## config.mk

```make
export PLATFORM = sky130hd
export DESIGN_NAME = pfsel_top
export DESIGN_NICKNAME = d
export VERILOG_FILES = /design/src/pfsel_pkg.sv /design/src/pfsel_pin_cell.sv /design/src/pfsel_top.sv
export VERILOG_INCLUDE_DIRS = /design/src
export SDC_FILE = /design/constraint.sdc
export NUM_CORES = 1
export LEC_CHECK = 0
export BUFFER_PORTS_ARGS = -buffer_cell sky130_fd_sc_hd__buf_2
export CORE_UTILIZATION = 47
export CTS_CLUSTER_DIAMETER = 80
export CTS_CLUSTER_SIZE = 20
export DETAILED_ROUTE_END_ITERATION = 7
export GPL_TIMING_DRIVEN = 0
export PLACE_DENSITY_LB_ADDON = 0.1
export SETUP_SLACK_MARGIN = 0.15
export SYNTH_ARGS = -nofsm -noshare
export SYNTH_HDL_FRONTEND = slang
export SYNTH_SLANG_ARGS = --single-unit
```

## constraint.sdc

```tcl
create_clock -name clk_in -period 3.4 [get_ports clk_in]
set_input_delay 0.34 -clock clk_in [delete_from_list [all_inputs] [get_ports clk_in]]
set_output_delay 0.34 -clock clk_in [all_outputs]
set_load 0.005 [all_outputs]
```

## src/pfsel_map.svh

```systemverilog
`ifndef PFSEL_MAP_SVH
`define PFSEL_MAP_SVH

// register byte offsets on the AXI4-Lite slave
`define PFSEL_OFS_UPPER 8'h00
`define PFSEL_OFS_LOWER 8'h04
`define PFSEL_OFS_DIR 8'h08
`define PFSEL_OFS_DATA 8'h0C
`define PFSEL_OFS_STATUS 8'h10

// reset values
`define PFSEL_UPPER_RST 16'h0015
`define PFSEL_LOWER_RST 16'h5000
`define PFSEL_DIR_RST 16'h0000
`define PFSEL_DATA_RST 16'h0000

// writable bits; reserved bits hold zero
`define PFSEL_UPPER_MASK 16'hD555
`define PFSEL_LOWER_MASK 16'h5D55

// field positions in the upper function register
`define PFSEL_CLK_TRISTATE_BIT 15
`define PFSEL_PIN15_BIT 14
`define PFSEL_PIN14_BIT 12
`define PFSEL_PIN13_BIT 10
`define PFSEL_PIN12_BIT 8
`define PFSEL_PIN11_BIT 6
`define PFSEL_PIN10_BIT 4
`define PFSEL_PIN9_BIT 2
`define PFSEL_PIN8_BIT 0

// upper pins whose external-bus function drives the pin (14 down to 9)
`define PFSEL_PERIPH_OE 8'h7E

// bus responses
`define PFSEL_RESP_OKAY 2'h0
`define PFSEL_RESP_SLVERR 2'h2

`endif

```

## src/pfsel_pkg.sv

```systemverilog
package pfsel_pkg;

  typedef enum logic [1:0] {
    PFSEL_ST_IDLE = 2'b00,
    PFSEL_ST_RESP = 2'b01
  } pfsel_axi_state_type;

  typedef struct packed {
    logic sel;
    logic dir;
    logic gpio_data;
    logic periph_data;
    logic periph_oe;
  } pfsel_pin_ctrl_type;

  typedef struct packed {
    logic data;
    logic oe;
  } pfsel_pin_drive_type;

endpackage

```

## src/pfsel_pin_cell.sv

```systemverilog
`timescale 1ns/1ps
`default_nettype none

module pfsel_pin_cell (
  input wire pfsel_pkg::pfsel_pin_ctrl_type ctrl_in,
  output var pfsel_pkg::pfsel_pin_drive_type drive_out
);

  always_comb begin
    if (ctrl_in.sel) begin
      drive_out.data = ctrl_in.periph_data;
      drive_out.oe = ctrl_in.periph_oe;
    end else begin
      drive_out.data = ctrl_in.gpio_data;
      drive_out.oe = ctrl_in.dir;
    end
  end

endmodule

`default_nettype wire

```

## src/pfsel_top.sv

```systemverilog
// Operation
// - reset loads upper 0x0015, lower 0x5000
// - standby and sleep leave registers untouched
// - upper governs pins 15-8, lower is only stored and read back
// - clock pin driven at 0, hi-z at 1
// - reserved upper bits read zero, write zero
// - bit 14 makes pin 15 bus request
// - bit 12 makes pin 14 bus acknowledge
// - bits 10,8,6 make chip selects 3-1
// - bit 4 makes pin 10 chip select 0
// - bit 2 makes pin 9 read strobe
// - bit 0 makes pin 8 wait input
// - gpio pins follow their direction bit
`include "pfsel_map.svh"
`timescale 1ns/1ps
`default_nettype none

module pfsel_top (
  input wire logic clk_in,
  input wire logic rst_in,
  input wire logic [7:0] s_axi_awaddr_in,
  input wire logic s_axi_awvalid_in,
  output logic s_axi_awready_out,
  input wire logic [31:0] s_axi_wdata_in,
  input wire logic [3:0] s_axi_wstrb_in,
  input wire logic s_axi_wvalid_in,
  output logic s_axi_wready_out,
  output logic [1:0] s_axi_bresp_out,
  output logic s_axi_bvalid_out,
  input wire logic s_axi_bready_in,
  input wire logic [7:0] s_axi_araddr_in,
  input wire logic s_axi_arvalid_in,
  output logic s_axi_arready_out,
  output logic [31:0] s_axi_rdata_out,
  output logic [1:0] s_axi_rresp_out,
  output logic s_axi_rvalid_out,
  input wire logic s_axi_rready_in,
  input wire logic expanded_mode_in,
  input wire logic [7:0] pin_in,
  output logic [7:0] pin_out,
  output logic [7:0] pin_oe_out,
  output logic [7:0] pin_select_out,
  input wire logic clock_source_in,
  output logic clock_pin_out,
  output logic clock_pin_oe_out,
  input wire logic bus_ack_n_in,
  input wire logic [3:0] chip_select_n_in,
  input wire logic read_strobe_n_in,
  output logic bus_request_n_out,
  output logic wait_request_n_out
);

  pfsel_pkg::pfsel_axi_state_type wstate_q;
  pfsel_pkg::pfsel_axi_state_type rstate_q;
  logic aw_have_q;
  logic [7:0] aw_addr_q;
  logic w_have_q;
  logic [31:0] w_data_q;
  logic [3:0] w_strb_q;
  logic [1:0] bresp_q;
  logic [31:0] rdata_q;
  logic [1:0] rresp_q;
  logic [15:0] upper_q;
  logic [15:0] lower_q;
  logic [15:0] dir_q;
  logic [15:0] data_q;
  logic [7:0] pin_data_q;
  logic [7:0] pin_oe_q;
  logic bus_request_n_q;
  logic wait_request_n_q;
  logic wr_go;
  logic wr_upper, wr_lower, wr_dir, wr_data, wr_err;
  logic [31:0] rd_data_d;
  logic [1:0] rd_resp_d;
  logic [7:0] sel_eff;
  logic [7:0] periph_data;
  logic [7:0] port_read;
  logic [15:0] wr_data16;
  logic written_q;
  pfsel_pkg::pfsel_pin_ctrl_type ctrl_w [8];
  pfsel_pkg::pfsel_pin_drive_type drive_w [8];

  function automatic logic [15:0] merge16(input logic [15:0] old_v, input logic [15:0] new_v,
                                          input logic [3:0] strb, input logic [15:0] mask);
    logic [15:0] m;
    m = old_v;
    if (strb[0]) begin
      m[7:0] = new_v[7:0];
    end
    if (strb[1]) begin
      m[15:8] = new_v[15:8];
    end
    return m & mask;
  endfunction

  // write channel: address and data may arrive in either order
  assign s_axi_awready_out = (wstate_q == pfsel_pkg::PFSEL_ST_IDLE) && !aw_have_q;
  assign s_axi_wready_out = (wstate_q == pfsel_pkg::PFSEL_ST_IDLE) && !w_have_q;
  assign wr_go = (wstate_q == pfsel_pkg::PFSEL_ST_IDLE) && aw_have_q && w_have_q;
  assign s_axi_bvalid_out = (wstate_q == pfsel_pkg::PFSEL_ST_RESP);
  assign s_axi_bresp_out = bresp_q;
  assign wr_data16 = w_data_q[15:0];

  always_ff @(posedge clk_in or posedge rst_in) begin
    if (rst_in) begin
      aw_have_q <= 1'b0;
      aw_addr_q <= 8'h00;
    end else if (s_axi_awvalid_in && s_axi_awready_out) begin
      aw_have_q <= 1'b1;
      aw_addr_q <= s_axi_awaddr_in;
    end else if (wr_go) begin
      aw_have_q <= 1'b0;
    end
  end

  always_ff @(posedge clk_in or posedge rst_in) begin
    if (rst_in) begin
      w_have_q <= 1'b0;
      w_data_q <= 32'h0000_0000;
      w_strb_q <= 4'h0;
    end else if (s_axi_wvalid_in && s_axi_wready_out) begin
      w_have_q <= 1'b1;
      w_data_q <= s_axi_wdata_in;
      w_strb_q <= s_axi_wstrb_in;
    end else if (wr_go) begin
      w_have_q <= 1'b0;
    end
  end

  always_comb begin
    wr_upper = 1'b0;
    wr_lower = 1'b0;
    wr_dir = 1'b0;
    wr_data = 1'b0;
    wr_err = 1'b0;
    if (aw_addr_q == `PFSEL_OFS_UPPER) begin
      wr_upper = 1'b1;
    end else if (aw_addr_q == `PFSEL_OFS_LOWER) begin
      wr_lower = 1'b1;
    end else if (aw_addr_q == `PFSEL_OFS_DIR) begin
      wr_dir = 1'b1;
    end else if (aw_addr_q == `PFSEL_OFS_DATA) begin
      wr_data = 1'b1;
    end else if (aw_addr_q != `PFSEL_OFS_STATUS) begin
      wr_err = 1'b1;
    end
  end

  always_ff @(posedge clk_in or posedge rst_in) begin
    if (rst_in) begin
      wstate_q <= pfsel_pkg::PFSEL_ST_IDLE;
      bresp_q <= `PFSEL_RESP_OKAY;
    end else begin
      case (wstate_q)
        pfsel_pkg::PFSEL_ST_IDLE: begin
          if (wr_go) begin
            wstate_q <= pfsel_pkg::PFSEL_ST_RESP;
            bresp_q <= wr_err ? `PFSEL_RESP_SLVERR : `PFSEL_RESP_OKAY;
          end
        end
        default: begin
          if (s_axi_bready_in) begin
            wstate_q <= pfsel_pkg::PFSEL_ST_IDLE;
          end
        end
      endcase
    end
  end

  // watchdog, sleep and standby exit never reach rst_in, so state survives
  // reset loads values
  always_ff @(posedge clk_in or posedge rst_in) begin
    if (rst_in) begin
      upper_q <= `PFSEL_UPPER_RST;
      lower_q <= `PFSEL_LOWER_RST;
    end else if (wr_go && wr_upper) begin
      upper_q <= merge16(upper_q, wr_data16, w_strb_q, `PFSEL_UPPER_MASK);
    end else if (wr_go && wr_lower) begin
      lower_q <= merge16(lower_q, wr_data16, w_strb_q, `PFSEL_LOWER_MASK);
    end
  end

  always_ff @(posedge clk_in or posedge rst_in) begin
    if (rst_in) begin
      dir_q <= `PFSEL_DIR_RST;
      data_q <= `PFSEL_DATA_RST;
    end else if (wr_go && wr_dir) begin
      dir_q <= merge16(dir_q, wr_data16, w_strb_q, 16'hFFFF);
    end else if (wr_go && wr_data) begin
      data_q <= merge16(data_q, wr_data16, w_strb_q, 16'hFFFF);
    end
  end

  always_ff @(posedge clk_in or posedge rst_in) begin
    if (rst_in) begin
      written_q <= 1'b0;
    end else if (wr_go) begin
      written_q <= 1'b1;
    end
  end

  // read channel: one cycle from address to data
  assign s_axi_arready_out = (rstate_q == pfsel_pkg::PFSEL_ST_IDLE);
  assign s_axi_rvalid_out = (rstate_q == pfsel_pkg::PFSEL_ST_RESP);
  assign s_axi_rdata_out = rdata_q;
  assign s_axi_rresp_out = rresp_q;
  // output pins read back their latch, input pins the pad
  assign port_read = (dir_q[15:8] & data_q[15:8]) | (~dir_q[15:8] & pin_in);

  always_comb begin
    rd_data_d = 32'h0000_0000;
    rd_resp_d = `PFSEL_RESP_OKAY;
    if (s_axi_araddr_in == `PFSEL_OFS_UPPER) begin
      rd_data_d[15:0] = upper_q;
    end else if (s_axi_araddr_in == `PFSEL_OFS_LOWER) begin
      rd_data_d[15:0] = lower_q;
    end else if (s_axi_araddr_in == `PFSEL_OFS_DIR) begin
      rd_data_d[15:0] = dir_q;
    end else if (s_axi_araddr_in == `PFSEL_OFS_DATA) begin
      rd_data_d[15:0] = {port_read, data_q[7:0]};
    end else if (s_axi_araddr_in == `PFSEL_OFS_STATUS) begin
      rd_data_d[8:0] = {expanded_mode_in, sel_eff};
    end else begin
      rd_resp_d = `PFSEL_RESP_SLVERR;
    end
  end

  always_ff @(posedge clk_in or posedge rst_in) begin
    if (rst_in) begin
      rstate_q <= pfsel_pkg::PFSEL_ST_IDLE;
      rdata_q <= 32'h0000_0000;
      rresp_q <= `PFSEL_RESP_OKAY;
    end else begin
      case (rstate_q)
        pfsel_pkg::PFSEL_ST_IDLE: begin
          if (s_axi_arvalid_in) begin
            rstate_q <= pfsel_pkg::PFSEL_ST_RESP;
            rdata_q <= rd_data_d;
            rresp_q <= rd_resp_d;
          end
        end
        default: begin
          if (s_axi_rready_in) begin
            rstate_q <= pfsel_pkg::PFSEL_ST_IDLE;
          end
        end
      endcase
    end
  end

  // pin order 8..15: wait, read, cs0..cs3, bus ack, bus request
  // strobes to pins
  assign periph_data = {1'b1, bus_ack_n_in, chip_select_n_in, read_strobe_n_in, 1'b1};
  assign pin_select_out = sel_eff;

  genvar gi;
  generate
    for (gi = 0; gi < 8; gi++) begin : g_pin
      assign sel_eff[gi] = expanded_mode_in & upper_q[2 * gi];
      assign ctrl_w[gi].sel = sel_eff[gi];
      assign ctrl_w[gi].dir = dir_q[8 + gi];
      assign ctrl_w[gi].gpio_data = data_q[8 + gi];
      assign ctrl_w[gi].periph_data = periph_data[gi];
      assign ctrl_w[gi].periph_oe = 1'(`PFSEL_PERIPH_OE >> gi);

      pfsel_pin_cell u_cell (
        .ctrl_in(ctrl_w[gi]),
        .drive_out(drive_w[gi])
      );

      always_ff @(posedge clk_in or posedge rst_in) begin
        if (rst_in) begin
          pin_data_q[gi] <= 1'b0;
          pin_oe_q[gi] <= 1'b0;
        end else begin
          pin_data_q[gi] <= drive_w[gi].data;
          pin_oe_q[gi] <= drive_w[gi].oe;
        end
      end
    end
  endgenerate

  assign pin_out = pin_data_q;
  assign pin_oe_out = pin_oe_q;

  always_ff @(posedge clk_in or posedge rst_in) begin
    if (rst_in) begin
      bus_request_n_q <= 1'b1;
      wait_request_n_q <= 1'b1;
    end else begin
      bus_request_n_q <= sel_eff[7] ? pin_in[7] : 1'b1;
      wait_request_n_q <= sel_eff[0] ? pin_in[0] : 1'b1;
    end
  end

  assign bus_request_n_out = bus_request_n_q;
  assign wait_request_n_out = wait_request_n_q;

  // the clock itself cannot come through a flop without halving it
  // clock pin enable
  assign clock_pin_out = clock_source_in;
  assign clock_pin_oe_out = !upper_q[`PFSEL_CLK_TRISTATE_BIT];

  AST_RESET_VALUES: assert property (@(posedge clk_in) disable iff (rst_in)
    !written_q |-> (upper_q == `PFSEL_UPPER_RST && lower_q == `PFSEL_LOWER_RST))
    else $error("function registers lost reset value");
  AST_HOLD_NO_WRITE: assert property (@(posedge clk_in) disable iff (rst_in)
    !(wr_go && (wr_upper || wr_lower)) |=> ($stable(upper_q) && $stable(lower_q)))
    else $error("function register changed without a write");
  AST_UPPER_WRITE: assert property (@(posedge clk_in) disable iff (rst_in)
    (wr_go && wr_upper && w_strb_q[1:0] == 2'b11) |=>
      upper_q == ($past(wr_data16) & `PFSEL_UPPER_MASK))
    else $error("upper register write not stored");
  AST_CLOCK_HIZ: assert property (@(posedge clk_in) disable iff (rst_in)
    (wr_go && wr_upper && w_strb_q[1]) |=> clock_pin_oe_out == !$past(w_data_q[15]))
    else $error("clock pin enable does not follow write");
  AST_RSVD_READ: assert property (@(posedge clk_in) disable iff (rst_in)
    (s_axi_arvalid_in && s_axi_arready_out && s_axi_araddr_in == `PFSEL_OFS_UPPER) |=>
      (s_axi_rvalid_out && (s_axi_rdata_out & ~{16'h0000, `PFSEL_UPPER_MASK}) == 32'h0000_0000))
    else $error("reserved upper bits read nonzero");
  // pin flops still hold reset values one edge after reset lifts
  AST_BUS_REQUEST: assert property (@(posedge clk_in) disable iff (rst_in)
    (!rst_in && expanded_mode_in && upper_q[`PFSEL_PIN15_BIT]) |=>
      (bus_request_n_out == $past(pin_in[7]) && !pin_oe_out[7]))
    else $error("pin 15 not acting as bus request");
  AST_BUS_ACK: assert property (@(posedge clk_in) disable iff (rst_in)
    (!rst_in && expanded_mode_in && upper_q[`PFSEL_PIN14_BIT]) |=>
      (pin_oe_out[6] && pin_out[6] == $past(bus_ack_n_in)))
    else $error("pin 14 not driving bus acknowledge");
  AST_CHIP_SEL3: assert property (@(posedge clk_in) disable iff (rst_in)
    (!rst_in && expanded_mode_in && upper_q[`PFSEL_PIN13_BIT]) |=>
      (pin_oe_out[5] && pin_out[5] == $past(chip_select_n_in[3])))
    else $error("pin 13 not driving chip select 3");
  AST_CHIP_SEL1: assert property (@(posedge clk_in) disable iff (rst_in)
    (!rst_in && expanded_mode_in && upper_q[`PFSEL_PIN11_BIT]) |=>
      (pin_oe_out[3] && pin_out[3] == $past(chip_select_n_in[1])))
    else $error("pin 11 not driving chip select 1");
  AST_CHIP_SEL0: assert property (@(posedge clk_in) disable iff (rst_in)
    (!rst_in && expanded_mode_in && upper_q[`PFSEL_PIN10_BIT]) |=>
      (pin_oe_out[2] && pin_out[2] == $past(chip_select_n_in[0])))
    else $error("pin 10 not driving chip select 0");
  AST_READ_STROBE: assert property (@(posedge clk_in) disable iff (rst_in)
    (!rst_in && expanded_mode_in && upper_q[`PFSEL_PIN9_BIT]) |=>
      (pin_oe_out[1] && pin_out[1] == $past(read_strobe_n_in)))
    else $error("pin 9 not driving read strobe");
  AST_WAIT_INPUT: assert property (@(posedge clk_in) disable iff (rst_in)
    (!rst_in && expanded_mode_in && upper_q[`PFSEL_PIN8_BIT]) |=>
      (wait_request_n_out == $past(pin_in[0]) && !pin_oe_out[0]))
    else $error("pin 8 not acting as wait input");
  AST_GPIO_DIR: assert property (@(posedge clk_in) disable iff (rst_in)
    (!rst_in && !expanded_mode_in) |=> (pin_oe_out == $past(dir_q[15:8]) && bus_request_n_out))
    else $error("single-chip pins do not follow direction");
  AST_WRITE_RESP: assert property (@(posedge clk_in) disable iff (rst_in)
    (s_axi_awvalid_in && s_axi_awready_out && s_axi_wvalid_in && s_axi_wready_out)
      |-> ##2 s_axi_bvalid_out)
    else $error("write response not two cycles after handshake");

endmodule

`default_nettype wire

```

==> impl_metrics.tcl <==
set metrics [dict create \
    antenna_found_initial 0 \
    die_area_um2 11550 \
    numCtsBuffers 17 \
    finish.utilization_pct 61.69 \
    grt_pass1_vias 3859 \
    max_freq_mhz 418.5 \
    finalSetupViolCount 0 \
    skew_ps 7.590 \
    criticalPathCategory "flop to flop" \
    hold_class "input pin to flop" \
    synthesis.area_um2 5229 \
    syn_area_per_cell_um2 12.05 \
    num_antenna_cells 0 \
    worstSetupEndpointType "flop" \
    power-per-cell-area_nw_per_um2 689.6 \
    postSynthCellCount 434 \
    clock-sinks 116 \
    crit_arrival_ps 2800 \
    multi_input_area_um2 2113 \
    ys_types 48 \
    slew_viol_final 0 \
    tns_ps 0 \
    ys_seq_area_share_pct 55.68 \
    grt_setup_unrepaired "no" \
    start_kind "flop" \
    period_share_pct 70.27 \
    cts_setup_buffers 0 \
    start_util_pct 48.23 \
    grt_max_degree 44 \
    worstMarginPinSlew_ps 1134 \
    synth_seq_cells 116 \
    clockRootBuffer "clkbuf_8" \
    post_drt_wl_per_cell_um 17.19 \
    ant_nets 0 \
    grt_use_total_pct 23.49 \
    gp_congestion 0.8076 \
    finalHoldViolCount 0 \
    synth_enable_flop_cells 0 \
    drcViolationCount 0 \
    ir_drop_mv 0.3552 \
    nets 656 \
    status "finished, final reports clean" \
    drt_iter0_drc 246 \
    core_area_um2 10840 \
    vias 3974 \
    cts.repair.resized 0 \
    via_per_inst 5.414 \
    slew_headroom_pct 23.82 \
    nFillCells 912 \
    final.min_clock_period_ps 2389 \
    clk_pin_slew_ps 60 \
    routed_wl_um 12620 \
    cts_buffer_depth 2 \
    gr-total-overflow 0 \
    synth_ff_type "dfrtp_1" \
    regArea_um2 2912 \
    cap_violations 0 \
    grt_pass1_wl_um 20090 \
    dr.pass1.iters 5 \
    synthArstFlopShare_pct 100.0 \
    power_leakage_nw 3.307 \
    cts_tree "built" \
    dp_hpwl_um 8962 \
    fp.dieH_um 107.5 \
    chipWidth_um 107.5 \
    area_growth_pct 27.90 \
    clock_latency_ps 530 \
    required_ps 3810 \
    rows 38 \
    port_buffers 106 \
    postCtsHoldBufs 3 \
    ios 144 \
    final_layout_size_suffix_gt1_share_pct 43.60 \
    htree_levels 4 \
    yosys_warnings 0 \
    cp_max_fo 10 \
]
power by group:
part | leakage [nW] | switching (mW) | internal [mW]
combinational | 1.49 | 0.351 | 0.445
sequential | 1.51 | 0.256 | 1.71
clock | 0.305 | 0.610 | 1.24
final timing paths:
check                                    end        startpoint  depth (start not counted)  slack (ps)
worst max-delay path            w_data_q[15]       wstate_q[0]                          5        1010
worst min-delay path              pin_out[1]  read_strobe_n_in                          3          30
min in group asynchronous        w_data_q[0]            rst_in                          3         500
worst min register to register    pin_out[7]        data_q[15]                          2         480
max in group asynchronous        lower_q[14]            rst_in                          4        2180
worst max register to register  w_data_q[15]       wstate_q[0]                          5        1010
flip-flops by register name, summed over array words and instances, names as in the netlist, 9 cells and up:
signal           count
data_q              16
dir_q               16
s_axi_rdata_out     16
w_data_q            16
lower_q              9
upper_q              9
routing by layer:
layer	global-route usage, %	routed length [um]	up-vias
met2	36.96	5920	173
met5	0	0	-
met1	31.17	5511	1974
met3	6.538	1046	16
met4	8.219	140	0
li1	-	-	1811
layout make-up:
class,count,area share [%]
clock inverter,10,2.283
timing repair buffer,111,8.980
sequential,116,43.54
clock buffer,22,6.922
multi-input combinational,283,31.60
tap,140,2.619
inverter,14,0.8419
buffer,38,3.218
Yosys cell counts, types with 8 or more instances:
cell type / count / area [um^2]
mux2_2: 83 / 934.7
nor2_1: 17 / 63.81
inv_1: 13 / 48.80
nand2_1: 25 / 93.84
clkbuf_1: 17 / 63.81
a21oi_1: 10 / 50.05
o211ai_1: 8 / 60.06
o21ai_0: 23 / 115.1
a31oi_1: 12 / 75.07
and2_1: 9 / 56.30
nand2b_1: 11 / 68.82
dfrtp_1: 109 / 2728
buf_4: 19 / 142.6
critical path, cell delays in order, from the launching register on:
cell and delay (ps):
dfrtp_1 420, nor2_1 140, and2_1 130, clkbuf_1 530, clkbuf_1 630, mux2_2 410
kinds of logic (layout without fill, tap and decap cells):
family | Yosys count | in the layout | share of synthesized area, %
simple gates | 102 | 102 | 11.37
mux | 83 | 83 | 17.88
buf+inv | 52 | 195 | 5.121
compound gates | 80 | 80 | 9.883
other cells | 1 | 18 | 0.07172
flops | 116 | 116 | 55.68
metrics by stage:
step           instances  worst slack [ps]  hold WS (ps)  cell area [um^2]  total power [mW]
2_1_floorplan        451              1330         425.4              5296             2.467
4_1_cts              734             930.0         17.03              6688             4.643
3_5_place_dp         699             648.7         464.2              6042             2.787
6_report             734              1011         26.01              6688             4.612
5_1_grt              734             803.7         18.02              6688             4.841
3_3_place_gp         697             679.9         455.1              6002             2.742
cell usage in the layout, fill, tap and decap left out, types with 11 or more instances in the layout:
cell,instances
inv_1,12
conb_1,18
dfrtp_1,109
nand2b_1,11
nand2_1,25
o21ai_0,23
clkbuf_1,19
buf_4,19
a31oi_1,12
nor2_1,17
buf_2,107
clkbuf_16,16
mux2_2,83
Power figures use the tool's default switching activity.
